===== config.mk =====
export PLATFORM = sky130hd
export DESIGN_NAME = bmo_control
export DESIGN_NICKNAME = d
export VERILOG_FILES = /design/src/bmo_pkg.sv /design/src/bmo_control.sv
export SDC_FILE = /design/constraint.sdc
export NUM_CORES = 1
export LEC_CHECK = 0
export BUFFER_PORTS_ARGS = -buffer_cell sky130_fd_sc_hd__buf_4
export CAP_MARGIN = 10
export CORE_MARGIN = 1
export CORE_UTILIZATION = 45
export DETAILED_ROUTE_END_ITERATION = 7
export PLACE_DENSITY_LB_ADDON = 0.12
export SETUP_SLACK_MARGIN = 0.05
export SLEW_MARGIN = 5
export SYNTH_ARGS = -nofsm -noshare
export SYNTH_HDL_FRONTEND = slang
export SYNTH_SLANG_ARGS = --single-unit

===== constraint.sdc =====
create_clock -name CLK_SYS_IN -period 2.05 [get_ports CLK_SYS_IN]
set_input_delay 0 -clock CLK_SYS_IN [delete_from_list [all_inputs] [get_ports CLK_SYS_IN]]
set_output_delay 0 -clock CLK_SYS_IN [all_outputs]
set_load 0.1 [all_outputs]

===== src/bmo_pkg.sv =====
// Shared constants, encodings and carrier types for the bank mode overlay control
package bmo_pkg;

  // ----------------------------------------------------------------
  // Bus widths and address split
  // ----------------------------------------------------------------
  localparam int ADDR_W     = 24;   // Word address width
  localparam int DATA_W     = 16;   // Word data width
  localparam int BANK_W     = 4;    // Sixteen equal banks
  localparam int NUM_BANKS  = 16;
  localparam int SECTOR_W   = 16;   // Word address bits inside one sector

  // ----------------------------------------------------------------
  // Command codes (low data byte unless noted)
  // ----------------------------------------------------------------
  localparam logic [7:0]  ID_ENTER_ADDR_LO = 8'haa;
  localparam logic [7:0]  CMD_ID_ENTER_A   = 8'h98;
  localparam logic [7:0]  CMD_ID_ENTER_B   = 8'h90;
  localparam logic [7:0]  CMD_RESET        = 8'hf0;
  localparam logic [15:0] CMD_CFG_EXIT     = 16'h00f0;  // Full word
  localparam logic [7:0]  CMD_SEC_ENTER    = 8'h88;
  localparam logic [7:0]  CMD_CFG_ENTER    = 8'hd0;
  localparam logic [7:0]  CMD_PROGRAM      = 8'ha0;
  localparam logic [7:0]  CMD_STATUS       = 8'h70;

  // ----------------------------------------------------------------
  // Overlay layout, word offsets inside the selected sector
  // ----------------------------------------------------------------
  localparam logic [15:0] ID_AREA_END      = 16'h001f;  // Identity bytes
  localparam logic [15:0] ID_TABLE_END     = 16'h00ce;  // Parameter table end
  localparam logic [15:0] SEC_FACTORY_END  = 16'h007f;  // Byte 00ffh
  localparam logic [15:0] SEC_END          = 16'h00ff;  // Byte 01ffh
  localparam logic [7:0]  ZERO_BYTE        = 8'h00;
  localparam logic [15:0] ZERO_WORD        = 16'h0000;

  // ----------------------------------------------------------------
  // Enumerations
  // ----------------------------------------------------------------
  typedef enum logic [2:0] {
    MODE_READ = 3'b001,
    MODE_EA   = 3'b010,
    MODE_ASO  = 3'b100
  } bmo_mode_t;

  typedef enum logic [2:0] {
    OVL_ID  = 3'b001,
    OVL_SEC = 3'b010,
    OVL_CFG = 3'b100
  } bmo_ovl_t;

  typedef enum logic [5:0] {
    SRC_ARRAY  = 6'b000001,
    SRC_ID     = 6'b000010,
    SRC_SEC    = 6'b000100,
    SRC_CFG    = 6'b001000,
    SRC_STATUS = 6'b010000,
    SRC_NONE   = 6'b100000
  } bmo_src_t;

  // ----------------------------------------------------------------
  // Carrier for a program request handed to the algorithm engine
  // ----------------------------------------------------------------
  typedef struct packed {
    logic [ADDR_W-1:0] addr;
    logic [DATA_W-1:0] data;
    logic              to_array;   // Plain array word
    bmo_ovl_t          ovl;        // Overlaid item when not array
  } bmo_alg_req_t;

endpackage : bmo_pkg


===== src/bmo_control.sv =====
// Bank mode and address space overlay control unit for a banked flash
`timescale 1ns/100ps
// Summary of operation
// RQ1: Write AAh low address, data 98h/90h in bank zero enters identification overlay.
// RQ2: Identification overlay entry accepted only while the bank is in read mode.
// RQ3: Reads in the selected sector return overlay contents while overlay active.
// RQ4: Write with low data byte F0h leaves identification overlay.
// RQ5: Identity area at offsets 0-1Fh, parameter table 20h-CEh, both read only.
// RQ6: Identification overlay bytes sit one per word on the low byte, upper byte zero.
// RQ7: Secure overlay: factory half 0000h-00FFh, customer half 0100h-01FFh.
// RQ8: Configuration overlay entry only from read mode, replaces selected sector.
// RQ9: In configuration overlay, write of 00F0h returns to read mode.
// RQ10: Each bank read, algorithm or overlay; at most one bank non-read.
// RQ11: All banks read at reset; reset command ends identification and secure overlays; algorithm end returns.
// RQ12: Ready high only with valid read data; host waits while low.
// RQ13: Commands come only from write cycles and occupy no array locations.
// RQ14: Host issues reset command after wrong or out-of-order cycles.
// RQ15: Algorithm bank gives no array data; other banks stay readable.
// RQ16: Only status read command accepted in algorithm bank.
// RQ17: Algorithm or overlay entry ignored while another bank is busy.
// RQ18: Host finishes or suspends algorithms before overlay entry.
// RQ19: Other banks and other sectors read array data during overlay.
// RQ20: Only the overlaid item programs; bank runs algorithm mode meanwhile.
// RQ21: Programs to identification overlay or factory half fail unchanged.
// RQ22: Bank index is the top four address bits, sixteen equal banks.
module bmo_control #(
  parameter int SECTOR_W = bmo_pkg::SECTOR_W
) (
  input  wire logic                        CLK_SYS_IN,
  input  wire logic                        ARST_N_IN,
  input  wire logic                        WR_VALID_IN,
  input  wire logic [bmo_pkg::ADDR_W-1:0]  WR_ADDR_IN,
  input  wire logic [bmo_pkg::DATA_W-1:0]  WR_DATA_IN,
  input  wire logic                        RD_VALID_IN,
  input  wire logic [bmo_pkg::ADDR_W-1:0]  RD_ADDR_IN,
  input  wire logic [bmo_pkg::DATA_W-1:0]  ARRAY_RDATA_IN,
  input  wire logic [bmo_pkg::DATA_W-1:0]  OVL_RDATA_IN,
  input  wire logic [bmo_pkg::DATA_W-1:0]  STATUS_IN,
  input  wire logic                        ALG_DONE_IN,
  output logic                             MEM_RD_OUT,
  output logic [bmo_pkg::ADDR_W-1:0]       MEM_ADDR_OUT,
  output logic [5:0]                       MEM_SRC_OUT,
  output logic [bmo_pkg::DATA_W-1:0]       RDATA_OUT,
  output logic                             RDY_OUT,
  output logic                             ALG_START_OUT,
  output bmo_pkg::bmo_alg_req_t            ALG_REQ_OUT,
  output logic                             PROG_FAIL_OUT,
  output logic [bmo_pkg::NUM_BANKS-1:0]    BANK_BUSY_OUT
);

  // ----------------------------------------------------------------
  // Address decode helpers
  // ----------------------------------------------------------------
  localparam int SECT_IDX_W = bmo_pkg::ADDR_W - SECTOR_W;

  // Bank index from the top address bits
  function automatic logic [bmo_pkg::BANK_W-1:0] bank_of(
    input logic [bmo_pkg::ADDR_W-1:0] addr
  );
    bank_of = addr[bmo_pkg::ADDR_W-1 -: bmo_pkg::BANK_W];  // [RQ22]
  endfunction : bank_of

  // Sector index inside the whole array
  function automatic logic [SECT_IDX_W-1:0] sector_of(
    input logic [bmo_pkg::ADDR_W-1:0] addr
  );
    sector_of = addr[bmo_pkg::ADDR_W-1:SECTOR_W];
  endfunction : sector_of

  // Word offset inside a sector, zero extended to 16 bits
  function automatic logic [15:0] offset_of(
    input logic [bmo_pkg::ADDR_W-1:0] addr
  );
    logic [15:0] off;
    off = 16'h0000;
    off[SECTOR_W-1:0] = addr[SECTOR_W-1:0];
    offset_of = off;
  endfunction : offset_of

  // ----------------------------------------------------------------
  // State
  // ----------------------------------------------------------------
  bmo_pkg::bmo_mode_t             mode, next_mode;
  bmo_pkg::bmo_ovl_t              ovl, next_ovl;
  logic [bmo_pkg::BANK_W-1:0]     act_bank, next_act_bank;
  logic [SECT_IDX_W-1:0]          sel_sect, next_sel_sect;
  logic                           prog_arm, next_prog_arm;
  logic                           stat_arm, next_stat_arm;
  logic                           ret_aso, next_ret_aso;
  logic                           next_start;
  logic                           next_fail;
  bmo_pkg::bmo_alg_req_t          next_req;
  bmo_pkg::bmo_src_t              next_src;
  logic [bmo_pkg::DATA_W-1:0]     next_rdata;

  // ----------------------------------------------------------------
  // Write cycle decode
  // ----------------------------------------------------------------
  wire logic [7:0]                 cmd_lo   = WR_DATA_IN[7:0];
  wire logic [bmo_pkg::BANK_W-1:0] wr_bank  = bank_of(WR_ADDR_IN);
  wire logic [SECT_IDX_W-1:0]      wr_sect  = sector_of(WR_ADDR_IN);
  wire logic [15:0]                wr_off   = offset_of(WR_ADDR_IN);
  wire logic is_reset   = (cmd_lo == bmo_pkg::CMD_RESET);
  wire logic id_enter   = (wr_bank == '0)
                        && (WR_ADDR_IN[7:0] == bmo_pkg::ID_ENTER_ADDR_LO)
                        && ((cmd_lo == bmo_pkg::CMD_ID_ENTER_A)
                         || (cmd_lo == bmo_pkg::CMD_ID_ENTER_B));  // [RQ1]
  wire logic sec_enter  = (cmd_lo == bmo_pkg::CMD_SEC_ENTER);
  wire logic cfg_enter  = (cmd_lo == bmo_pkg::CMD_CFG_ENTER);
  wire logic prog_cmd   = (cmd_lo == bmo_pkg::CMD_PROGRAM);
  wire logic stat_cmd   = (cmd_lo == bmo_pkg::CMD_STATUS);
  wire logic in_sel     = (wr_bank == act_bank) && (wr_sect == sel_sect);
  // Exit pattern depends on the overlay
  wire logic ovl_exit   = (ovl == bmo_pkg::OVL_CFG)
                        ? (WR_DATA_IN == bmo_pkg::CMD_CFG_EXIT)  // [RQ9]
                        : is_reset;                              // [RQ4]
  // Only the overlaid item may be programmed, never the read-only parts
  wire logic sec_cust   = (wr_off > bmo_pkg::SEC_FACTORY_END)
                        && (wr_off <= bmo_pkg::SEC_END);          // [RQ7]
  wire logic ovl_prog_ok = in_sel && ((ovl == bmo_pkg::OVL_CFG)
                        || ((ovl == bmo_pkg::OVL_SEC) && sec_cust));  // [RQ20] [RQ21]

  // ----------------------------------------------------------------
  // Control unit next state
  // ----------------------------------------------------------------
  always_comb
  begin
    next_mode     = mode;
    next_ovl      = ovl;
    next_act_bank = act_bank;
    next_sel_sect = sel_sect;
    next_prog_arm = prog_arm;
    next_stat_arm = stat_arm;
    next_ret_aso  = ret_aso;
    next_start    = 1'b0;
    next_fail     = 1'b0;
    next_req      = ALG_REQ_OUT;
    if ((mode == bmo_pkg::MODE_EA) && ALG_DONE_IN)
    begin
      // Leaving the algorithm: back to read, or to the overlay it came from
      next_mode     = ret_aso ? bmo_pkg::MODE_ASO : bmo_pkg::MODE_READ;  // [RQ11]
      next_stat_arm = 1'b0;
    end
    else if (WR_VALID_IN)  // Commands only from write cycles [RQ13]
    begin
      case (mode)
        bmo_pkg::MODE_READ:
        begin
          if (is_reset)
            next_prog_arm = 1'b0;  // [RQ11]
          else if (prog_arm)
          begin
            next_prog_arm = 1'b0;
            next_mode     = bmo_pkg::MODE_EA;
            next_act_bank = wr_bank;
            next_ret_aso  = 1'b0;
            next_start    = 1'b1;
            next_req      = '{addr: WR_ADDR_IN, data: WR_DATA_IN,
                              to_array: 1'b1, ovl: bmo_pkg::OVL_ID};
          end
          else if (id_enter || sec_enter || cfg_enter)
          begin
            // Entry only from read mode, all banks idle [RQ2] [RQ8] [RQ17]
            next_mode     = bmo_pkg::MODE_ASO;
            next_act_bank = wr_bank;
            next_sel_sect = wr_sect;
            next_ovl      = id_enter  ? bmo_pkg::OVL_ID
                          : sec_enter ? bmo_pkg::OVL_SEC
                          : bmo_pkg::OVL_CFG;
          end
          else if (prog_cmd)
            next_prog_arm = 1'b1;
        end
        bmo_pkg::MODE_EA:
        begin
          // Only the status read is taken by the busy bank [RQ16] [RQ17]
          if ((wr_bank == act_bank) && stat_cmd)
            next_stat_arm = 1'b1;
        end
        bmo_pkg::MODE_ASO:
        begin
          if (prog_arm)
          begin
            next_prog_arm = 1'b0;
            if (ovl_prog_ok)
            begin
              next_mode    = bmo_pkg::MODE_EA;  // [RQ20]
              next_ret_aso = 1'b1;
              next_start   = 1'b1;
              next_req     = '{addr: WR_ADDR_IN, data: WR_DATA_IN,
                               to_array: 1'b0, ovl: ovl};
            end
            else
              next_fail = 1'b1;  // [RQ21]
          end
          else if (ovl_exit)
            next_mode = bmo_pkg::MODE_READ;  // [RQ4] [RQ9]
          else if (prog_cmd && (wr_bank == act_bank))
            next_prog_arm = 1'b1;
        end
        default:
          next_mode = bmo_pkg::MODE_READ;
      endcase
    end
  end

  // ----------------------------------------------------------------
  // Control unit registers
  // ----------------------------------------------------------------
  always_ff @(posedge CLK_SYS_IN or negedge ARST_N_IN)
  begin
    if (!ARST_N_IN)
    begin
      mode     <= bmo_pkg::MODE_READ;  // [RQ11]
      ovl      <= bmo_pkg::OVL_ID;
      act_bank <= '0;
      sel_sect <= '0;
      prog_arm <= 1'b0;
      stat_arm <= 1'b0;
      ret_aso  <= 1'b0;
    end
    else
    begin
      mode     <= next_mode;  // One shared mode keeps one busy bank [RQ10]
      ovl      <= next_ovl;
      act_bank <= next_act_bank;
      sel_sect <= next_sel_sect;
      prog_arm <= next_prog_arm;
      stat_arm <= next_stat_arm;
      ret_aso  <= next_ret_aso;
    end
  end

  // Algorithm request outputs
  always_ff @(posedge CLK_SYS_IN or negedge ARST_N_IN)
  begin
    if (!ARST_N_IN)
    begin
      ALG_START_OUT <= 1'b0;
      ALG_REQ_OUT   <= '0;
      PROG_FAIL_OUT <= 1'b0;
    end
    else
    begin
      ALG_START_OUT <= next_start;
      ALG_REQ_OUT   <= next_req;
      PROG_FAIL_OUT <= next_fail;
    end
  end

  // ----------------------------------------------------------------
  // Per-bank busy flags
  // ----------------------------------------------------------------
  generate
    for (genvar b = 0; b < bmo_pkg::NUM_BANKS; b++)
    begin : g_bank
      always_ff @(posedge CLK_SYS_IN or negedge ARST_N_IN)
      begin
        if (!ARST_N_IN)
          BANK_BUSY_OUT[b] <= 1'b0;
        else
          BANK_BUSY_OUT[b] <= (next_mode != bmo_pkg::MODE_READ)
                           && (next_act_bank == bmo_pkg::BANK_W'(b));  // [RQ10]
      end
    end
  endgenerate

  // ----------------------------------------------------------------
  // Read path stage one: source select
  // ----------------------------------------------------------------
  wire logic [bmo_pkg::BANK_W-1:0] rd_bank = bank_of(RD_ADDR_IN);
  wire logic [15:0]                rd_off  = offset_of(RD_ADDR_IN);
  wire logic hit_ea  = (mode == bmo_pkg::MODE_EA) && (rd_bank == act_bank);
  wire logic hit_ovl = (mode == bmo_pkg::MODE_ASO) && (rd_bank == act_bank)
                     && (sector_of(RD_ADDR_IN) == sel_sect);  // [RQ19]
  wire bmo_pkg::bmo_src_t ovl_src =
      (ovl == bmo_pkg::OVL_CFG) ? bmo_pkg::SRC_CFG
    : (ovl == bmo_pkg::OVL_SEC)
        ? ((rd_off <= bmo_pkg::SEC_END) ? bmo_pkg::SRC_SEC : bmo_pkg::SRC_NONE)
    : ((rd_off <= bmo_pkg::ID_TABLE_END) ? bmo_pkg::SRC_ID : bmo_pkg::SRC_NONE);  // [RQ5]
  assign next_src = hit_ea  ? (stat_arm ? bmo_pkg::SRC_STATUS
                                        : bmo_pkg::SRC_NONE)  // [RQ15] [RQ16]
                  : hit_ovl ? ovl_src                       // [RQ3]
                  : bmo_pkg::SRC_ARRAY;                     // [RQ15] [RQ19]

  // Issue the storage read and remember its source
  always_ff @(posedge CLK_SYS_IN or negedge ARST_N_IN)
  begin
    if (!ARST_N_IN)
    begin
      MEM_RD_OUT   <= 1'b0;
      MEM_ADDR_OUT <= '0;
      MEM_SRC_OUT  <= bmo_pkg::SRC_NONE;
    end
    else
    begin
      MEM_RD_OUT   <= RD_VALID_IN;
      MEM_ADDR_OUT <= RD_VALID_IN ? RD_ADDR_IN : MEM_ADDR_OUT;
      MEM_SRC_OUT  <= RD_VALID_IN ? next_src : MEM_SRC_OUT;
    end
  end

  // ----------------------------------------------------------------
  // Read path stage two: data select
  // ----------------------------------------------------------------
  always_comb
  begin
    case (MEM_SRC_OUT)
      bmo_pkg::SRC_ARRAY:  next_rdata = ARRAY_RDATA_IN;
      bmo_pkg::SRC_ID:     next_rdata = {bmo_pkg::ZERO_BYTE, OVL_RDATA_IN[7:0]};  // [RQ6]
      bmo_pkg::SRC_SEC:    next_rdata = OVL_RDATA_IN;
      bmo_pkg::SRC_CFG:    next_rdata = OVL_RDATA_IN;
      bmo_pkg::SRC_STATUS: next_rdata = STATUS_IN;  // [RQ16]
      default:             next_rdata = bmo_pkg::ZERO_WORD;
    endcase
  end

  // Data and ready leave together; ready marks valid data only
  always_ff @(posedge CLK_SYS_IN or negedge ARST_N_IN)
  begin
    if (!ARST_N_IN)
    begin
      RDATA_OUT <= '0;
      RDY_OUT   <= 1'b0;
    end
    else
    begin
      RDATA_OUT <= MEM_RD_OUT ? next_rdata : RDATA_OUT;
      RDY_OUT   <= MEM_RD_OUT;  // [RQ12]
    end
  end

endmodule : bmo_control


# Word level (Yosys, flattened, before mapping)
# Cells that the tools add are included.
[totals]
word_cells = 188
out_inout_bits = 110
reg_bits = 131
[classes]
muxes = 61
reduce_logical = 43
bitwise = 3
n_eq_ne = 43
magnitude_cmp = 4
[ops]
columns = ["op", "n"]
rows = [
  ["44-bit two-way mux", 4],
  ["44-bit one-hot mux with 2 select lines", 1],
  ["16-bit one-hot mux with 4 select lines", 1],
  ["8-bit equality test (second input constant)", 7],
  ["16-bit by 8-bit less-or-equal comparator with 1-bit output (second input constant)", 3],
  ["6-bit two-way mux", 7],
  ["3-bit two-way mux", 11],
  ["4-bit equality test (second input constant)", 8],
  ["1-bit logical AND", 28],
  ["1-bit two-way mux", 27],
  ["4-bit two-way mux", 6],
  ["16-bit by 8-bit equality test with 1-bit output (second input constant)", 1],
  ["4-bit by 3-bit equality test with 1-bit output (second input constant)", 4],
  ["8-bit equality test", 2],
  ["16-bit by 7-bit greater-than comparator with 1-bit output (second input constant)", 1],
  ["3-bit one-hot mux with 3 select lines", 1],
  ["4-bit by 2-bit equality test with 1-bit output (second input constant)", 2],
  ["4-bit equality test", 2],
  ["8-bit by 7-bit equality test with 1-bit output (second input constant)", 1],
  ["4-bit zero test", 2],
  ["2-bit inequality test (second input constant)", 4],
  ["2-bit nonzero test", 4],
  ["7-bit AND reduction", 1],
  ["3-bit by 2-bit equality test with 1-bit output (second input constant)", 2],
  ["other kinds (15)", 24],
]

# Longest topological paths before layout
[depth]
ltp_word = 13
depth_mapped = 10
ltp_nobuf = 6

# Worst setup path before layout
# Ideal clock, no wire load.
[synth_path]
path_kind = "reg2reg"
start = "register MEM_SRC_OUT[2]"
end = "register RDATA_OUT[10] in the netlist's numbering"
path_stages_with_launch = 7
arrival_time_ns = 2.479
synth_period_minus_slack_ns = 2.620
setup_time_ns = 0.141
setup_slack_ns = -0.570
cell_sequence = "dfrtp_1 nor3_1 and3_1 clkbuf_1 o31ai_1 clkbuf_1 o22ai_1"
[synth_between]
elab_chain_cells = 3
word_cells_on_any_way = 7
cone_classes = "eq/ne (5); mux (1); reduce/logical (1)"
[synth_rtl]
columns = ["item", "line", "source"]
rows = [
  ["from (decl)", "bmo_control.sv:42", "output logic [5:0] MEM_SRC_OUT,"],
  ["from (signal assigned)", "bmo_control.sv:293", "MEM_SRC_OUT <= bmo_pkg::SRC_NONE;"],
  ["from (signal assigned)", "bmo_control.sv:299", "MEM_SRC_OUT <= RD_VALID_IN ? next_src : MEM_SRC_OUT;"],
  ["6-bit by 4-bit equality test with 1-bit output or 6-bit by 3-bit equality test with 1-bit output (tied branches)", "bmo_control.sv:308", "case (MEM_SRC_OUT)"],
  ["2-bit OR reduction (no source line)", "--", ""],
  ["16-bit one-hot mux with 4 select lines (*)", "bmo_control.sv:308", ""],
  ["to (signal assigned)", "bmo_control.sv:328", "RDATA_OUT <= MEM_RD_OUT ? next_rdata : RDATA_OUT;"],
  ["to (decl)", "bmo_control.sv:43", "output logic [bmo_pkg::DATA_W-1:0] RDATA_OUT,"],
]
# Mark *: on every way between the ends. The rest lies on a longest branch, timed or not.
# A chain may end at the register's enable or synchronous reset.

# Worst setup path after layout
[layout_path]
start = "register ovl[1]"
end = "register ALG_REQ_OUT[28] in the netlist's numbering"
[layout_between]
elab_chain_cells = 6
word_cells_on_any_way = 7
cone_classes = "eq/ne (3); reduce/logical (4)"
[layout_rtl]
columns = ["item", "line", "source"]
rows = [
  ["from (decl)", "bmo_control.sv:84", "bmo_pkg::bmo_ovl_t ovl, next_ovl;"],
  ["from (signal assigned)", "bmo_control.sv:215", "ovl <= bmo_pkg::OVL_ID;"],
  ["from (signal assigned)", "bmo_control.sv:225", "ovl <= next_ovl;"],
  ["3-bit by 2-bit equality test with 1-bit output", "bmo_control.sv:121", "|| ((ovl == bmo_pkg::OVL_SEC) && sec_cust));"],
  ["1-bit logical AND", "bmo_control.sv:121", ""],
  ["1-bit logical OR (*)", "bmo_control.sv:121", ""],
  ["1-bit logical AND (*)", "bmo_control.sv:120", "wire logic ovl_prog_ok = in_sel && ((ovl == bmo_pkg::OVL_CFG)"],
  ["2-bit inequality test (no source line) (*)", "--", ""],
  ["7-bit AND reduction (no source line) (*)", "--", ""],
  ["to (signal assigned)", "bmo_control.sv:246", "ALG_REQ_OUT <= next_req;"],
  ["to (decl)", "bmo_control.sv:46", "output bmo_pkg::bmo_alg_req_t ALG_REQ_OUT,"],
]
# Marked as above.

==> flow_summary.html <==
<table>
<tr><th>Metric</th><th>Value</th></tr>
<tr><th colspan="2">Route</th></tr>
<tr><td>Total wirelength of the detailed-routed design</td><td>19.7 mm</td></tr>
<tr><td>Remaining design rule violation count</td><td>0</td></tr>
<tr><td>First DRT Iteration DRCs</td><td>373</td></tr>
<tr><td>Overall via count from detail_route</td><td>5757</td></tr>
<tr><td>Pre-antenna DRT Iters</td><td>6</td></tr>
<tr><td>Routed wire per std cell</td><td>18.1 µm</td></tr>
<tr><td>Post-DR vias/cell</td><td>5.31</td></tr>
<tr><td>Post-detailed-route count of antenna-violating nets</td><td>0</td></tr>
<tr><th colspan="2">Clock tree</th></tr>
<tr><td>Number of levels in the clock H-tree</td><td>4</td></tr>
<tr><td>Maximum clock insertion buffer count</td><td>2</td></tr>
<tr><td>Clock insertion delay at the later pin of the skew report</td><td>0.42 ns</td></tr>
<tr><td>Clock Sinks</td><td>131</td></tr>
<tr><td>Cts bufs inserted</td><td>17</td></tr>
<tr><td>Clock Root Buffer</td><td>sky130_fd_sc_hd__clkbuf_16</td></tr>
<tr><td>TritonCTS clock tree</td><td>built</td></tr>
<tr><td>Clock transition at the registers of the reported paths</td><td>0.06 ns</td></tr>
<tr><th colspan="2">STA</th></tr>
<tr><td>Minimum setup slack in the final design</td><td>-0.0857 ns</td></tr>
<tr><td>Final hold violations</td><td>0</td></tr>
<tr><td>Final setup vio count</td><td>40</td></tr>
<tr><td>Final worst path period share</td><td>104%</td></tr>
<tr><td>Rel. slew slack</td><td>54.5%</td></tr>
<tr><td>Tightest Pin Transition</td><td>0.683 ns</td></tr>
<tr><td>Highest clock rate</td><td>468 MHz</td></tr>
<tr><td>RSZ-0062 raised after global routing</td><td>yes</td></tr>
<tr><td>Count of pins over their slew limit</td><td>0</td></tr>
<tr><td>Fin crit period</td><td>2.14 ns</td></tr>
<tr><td>Final setup skew</td><td>0.00860 ns</td></tr>
<tr><th colspan="2">Global route</th></tr>
<tr><td>Via count of the first global-routing pass</td><td>5942</td></tr>
<tr><td>Number of antenna violations at the first check in global routing</td><td>0</td></tr>
<tr><td>GRT Residual Overflow</td><td>0</td></tr>
<tr><td>Aggregate global-route resource usage</td><td>28.1%</td></tr>
<tr><td>Pin count of the biggest net entering global routing</td><td>71</td></tr>
<tr><td>First-pass GRT wire length</td><td>30.7 mm</td></tr>
<tr><th colspan="2">Layout</th></tr>
<tr><td>Total Nets Final</td><td>1015</td></tr>
<tr><td>Commonest non-fill, non-tap cells in the layout</td><td>sky130_fd_sc_hd__buf_4, sky130_fd_sc_hd__dfrtp_1, sky130_fd_sc_hd__dlygate4sd3_1</td></tr>
<tr><td>Share of layout cells above drive strength 1</td><td>46.9%</td></tr>
<tr><td>Most common cell after layout, fill and taps aside</td><td>sky130_fd_sc_hd__buf_4</td></tr>
<tr><td>Count of antenna diodes in the layout</td><td>0</td></tr>
<tr><td>Finished Cell Area</td><td>10300 µm²</td></tr>
<tr><td>P&amp;R area growth vs syn</td><td>67.6%</td></tr>
<tr><th colspan="2">Synth</th></tr>
<tr><td>Number of flops mapped to enable cells by yosys</td><td>0</td></tr>
<tr><td>Netlist Area Pre-Place</td><td>6150 µm²</td></tr>
<tr><td>Post-synthesis share of cell area spent on and, or, nand and nor gates</td><td>11.0%</td></tr>
<tr><td>Primary FF master, synth</td><td>sky130_fd_sc_hd__dfrtp_1</td></tr>
<tr><td>Post-synth top area cell</td><td>sky130_fd_sc_hd__dfrtp_1</td></tr>
<tr><td>Post-synth top area share</td><td>52.1%</td></tr>
<tr><td>Xor and xnor area share after synthesis</td><td>3.70%</td></tr>
<tr><td>Synth cell types</td><td>57</td></tr>
<tr><td>Post-synth ARST share</td><td>100%</td></tr>
<tr><td>Gate count after technology mapping</td><td>508</td></tr>
<tr><td>Combinational family with the most area after synthesis</td><td>multiplexers</td></tr>
<tr><td>Post-Synthesis Net Count</td><td>625</td></tr>
<tr><td>Yosys warnings</td><td>0</td></tr>
<tr><td>Adder-cell area share of the yosys netlist</td><td>0%</td></tr>
<tr><td>Mean cell area of the mapped netlist</td><td>12.1 µm²</td></tr>
<tr><td>Leading cell types by total area after synthesis</td><td>sky130_fd_sc_hd__dfrtp_1, sky130_fd_sc_hd__mux2_4, sky130_fd_sc_hd__mux2_2</td></tr>
<tr><td>Seq/Total Area, Yosys</td><td>53.3%</td></tr>
<tr><td>Fraction of the mapped netlist area in compound gates</td><td>11.4%</td></tr>
<tr><td>Multiplexer share of the synthesized area</td><td>16.0%</td></tr>
<tr><td>Number of synthesized register bits</td><td>131</td></tr>
<tr><th colspan="2">Power and ir drop</th></tr>
<tr><td>Power density cells</td><td>785 nW/µm²</td></tr>
<tr><td>Static leakage</td><td>5.10 nW</td></tr>
<tr><td>Worst IR drop on VDD</td><td>618 µV</td></tr>
<tr><th colspan="2">Setup path</th></tr>
<tr><td>Category of the worst setup path capture point</td><td>flip-flop</td></tr>
<tr><td>Arrival time worst endpoint</td><td>2.43 ns</td></tr>
<tr><td>Data required time at the worst endpoint</td><td>2.35 ns</td></tr>
<tr><td>CP Max Fanout</td><td>16</td></tr>
<tr><td>Setup CP Type</td><td>flip-flop to flip-flop</td></tr>
<tr><td>Type of origin of the critical path</td><td>flip-flop</td></tr>
<tr><th colspan="2">Hold path</th></tr>
<tr><td>Class of the worst hold path</td><td>primary input to flip-flop</td></tr>
<tr><th colspan="2">Floorplan</th></tr>
<tr><td>Die area</td><td>14100 µm²</td></tr>
<tr><td>Initial core utilization</td><td>46.3%</td></tr>
<tr><td>Placeable core region</td><td>13300 µm²</td></tr>
<tr><td>Y dimension of the die</td><td>119 µm</td></tr>
<tr><td>Chip Width</td><td>119 µm</td></tr>
<tr><td>Site row count</td><td>42</td></tr>
<tr><td>Top-level port count</td><td>227</td></tr>
<tr><th colspan="2">Placed design</th></tr>
<tr><td>Port buffer count</td><td>226</td></tr>
<tr><td>Cell area reported after detailed placement</td><td>8390 µm²</td></tr>
<tr><td>Half-perimeter wire length after placement</td><td>12.3 mm</td></tr>
<tr><td>Worst slack, placed</td><td>-0.0914 ns</td></tr>
<tr><td>Routability congestion estimate from global placement</td><td>0.836</td></tr>
<tr><th colspan="2">Run status</th></tr>
<tr><td>Violated checks</td><td>setup timing</td></tr>
<tr><td>Outcome</td><td>finished, violations left</td></tr>
<tr><th colspan="2">Flow run</th></tr>
<tr><td>Max Cap Violations</td><td>0</td></tr>
</table>
power breakdown:
group	total, W	internal, W	switching (W)
Sequential	0.00290	0.00277	0.000124
Clock	0.00265	0.00161	0.00104
Combinational	0.00256	0.000878	0.00168
per-layer routing:
| metal | vias up | track usage (%) | share of wire [%] |
|---|---|---|---|
| met3 | 49 | 6.61 | 5.9 |
| met4 | 0 | 13.6 | 3.1 |
| met1 | 2838 | 32.9 | 39 |
| li1 | 2637 | - | - |
| met2 | 233 | 48.6 | 52 |
| met5 | - | 0 | 0 |
cells in the mapped netlist (all sizes together) (2+ instances only):
cell type	instances
a2111oi	2
a211oi	5
a21o	4
a21oi	17
a222oi	16
a22o	3
a31oi	8
a32oi	3
and2	4
and2b	2
buf	20
clkbuf	12
dfrtp	128
dfstp	3
inv	29
mux2	74
nand2	26
nand2b	6
nand3	5
nand4	7
nor2	18
nor2b	2
nor3	25
nor4	7
nor4b	6
nor4bb	2
o21ai	13
o22ai	18
o31ai	2
or2	2
xnor2	13
xor2	13
kinds of logic (layout without fill, tap and decap cells):
logic type / Yosys count / count (layout)
XOR/XNOR: 26 / 26
AND/OR/NAND/NOR: 119 / 119
buffers and inverters: 61 / 462
flip-flops: 131 / 131
AO/OA/AOI/OAI: 96 / 96
multiplexers: 75 / 75
metrics by stage:
step / std cells / utilization, % / setup TNS (ns) / power [W] / hold slack [ns]
after floorplan: 508 / - / -2.38 / 0.00450 / -0.296
after global placement: 927 / 63.1 / -3.35 / 0.00521 / 0.0504
after detailed placement: 927 / 63.1 / -3.37 / 0.00524 / 0.0649
after CTS: 1077 / 76.0 / -0.587 / 0.00807 / 0.0113
after global routing: 1085 / 77.6 / -7.17 / 0.00838 / 0.0408
final: 1085 / 77.6 / -2.37 / 0.00810 / 0.0207
worst max-delay path, cell delays in order, from the launching register on:
cell and delay [ns]:
sky130_fd_sc_hd__dfrtp_1 0.41, sky130_fd_sc_hd__nor3b_4 0.22, sky130_fd_sc_hd__nand4_1 0.16, sky130_fd_sc_hd__a2111oi_4 0.37
sky130_fd_sc_hd__and2b_1 0.21, sky130_fd_sc_hd__o21ai_4 0.12, sky130_fd_sc_hd__buf_12 0.21, sky130_fd_sc_hd__mux2_4 0.31
path summary, 6_finish.rpt:
kind	start	to	slack, ns	cells past startpoint
worst min register to register	ovl[0]	ovl[0]	0.49	2
min in group asynchronous	ARST_N_IN	ALG_REQ_OUT[17]	0.17	2
worst max-delay path	ovl[1]	ALG_REQ_OUT[28]	-0.09	7
worst max register to register	ovl[1]	ALG_REQ_OUT[28]	-0.09	7
max in group asynchronous	ARST_N_IN	ovl[0]	1.18	3
worst min-delay path	WR_DATA_IN[1]	stat_arm	0.02	4
registers in the layout, summed over array words and instances, names as in the netlist, 4 cells and up:
name           cells
ALG_REQ_OUT       44
MEM_SRC_OUT        6
act_bank           4
BANK_BUSY_OUT     16
sel_sect           8
MEM_ADDR_OUT      24
RDATA_OUT         16
what timing repair did:
item,in CTS,in global routing
setup endpoints to repair,56,93
resized for setup,3,28
hold buffers,116,0
setup buffers,4,7
pin swaps,0,10
endpoints found under the hold margin,165,0
gates cloned,0,1
area by class of cell:
| class | instances | area (µm²) |
|---|---|---|
| multi-input cells | 316 | 2750 |
| well taps | 176 | 220 |
| flip-flops and latches | 131 | 3290 |
| fillers | 845 | 2980 |
| clock inverters | 7 | 35.0 |
| repair buffers | 403 | 3430 |
| inverters | 29 | 109 |
| clock buffers | 23 | 478 |
No activity file was read; power rests on OpenSTA's default activity.
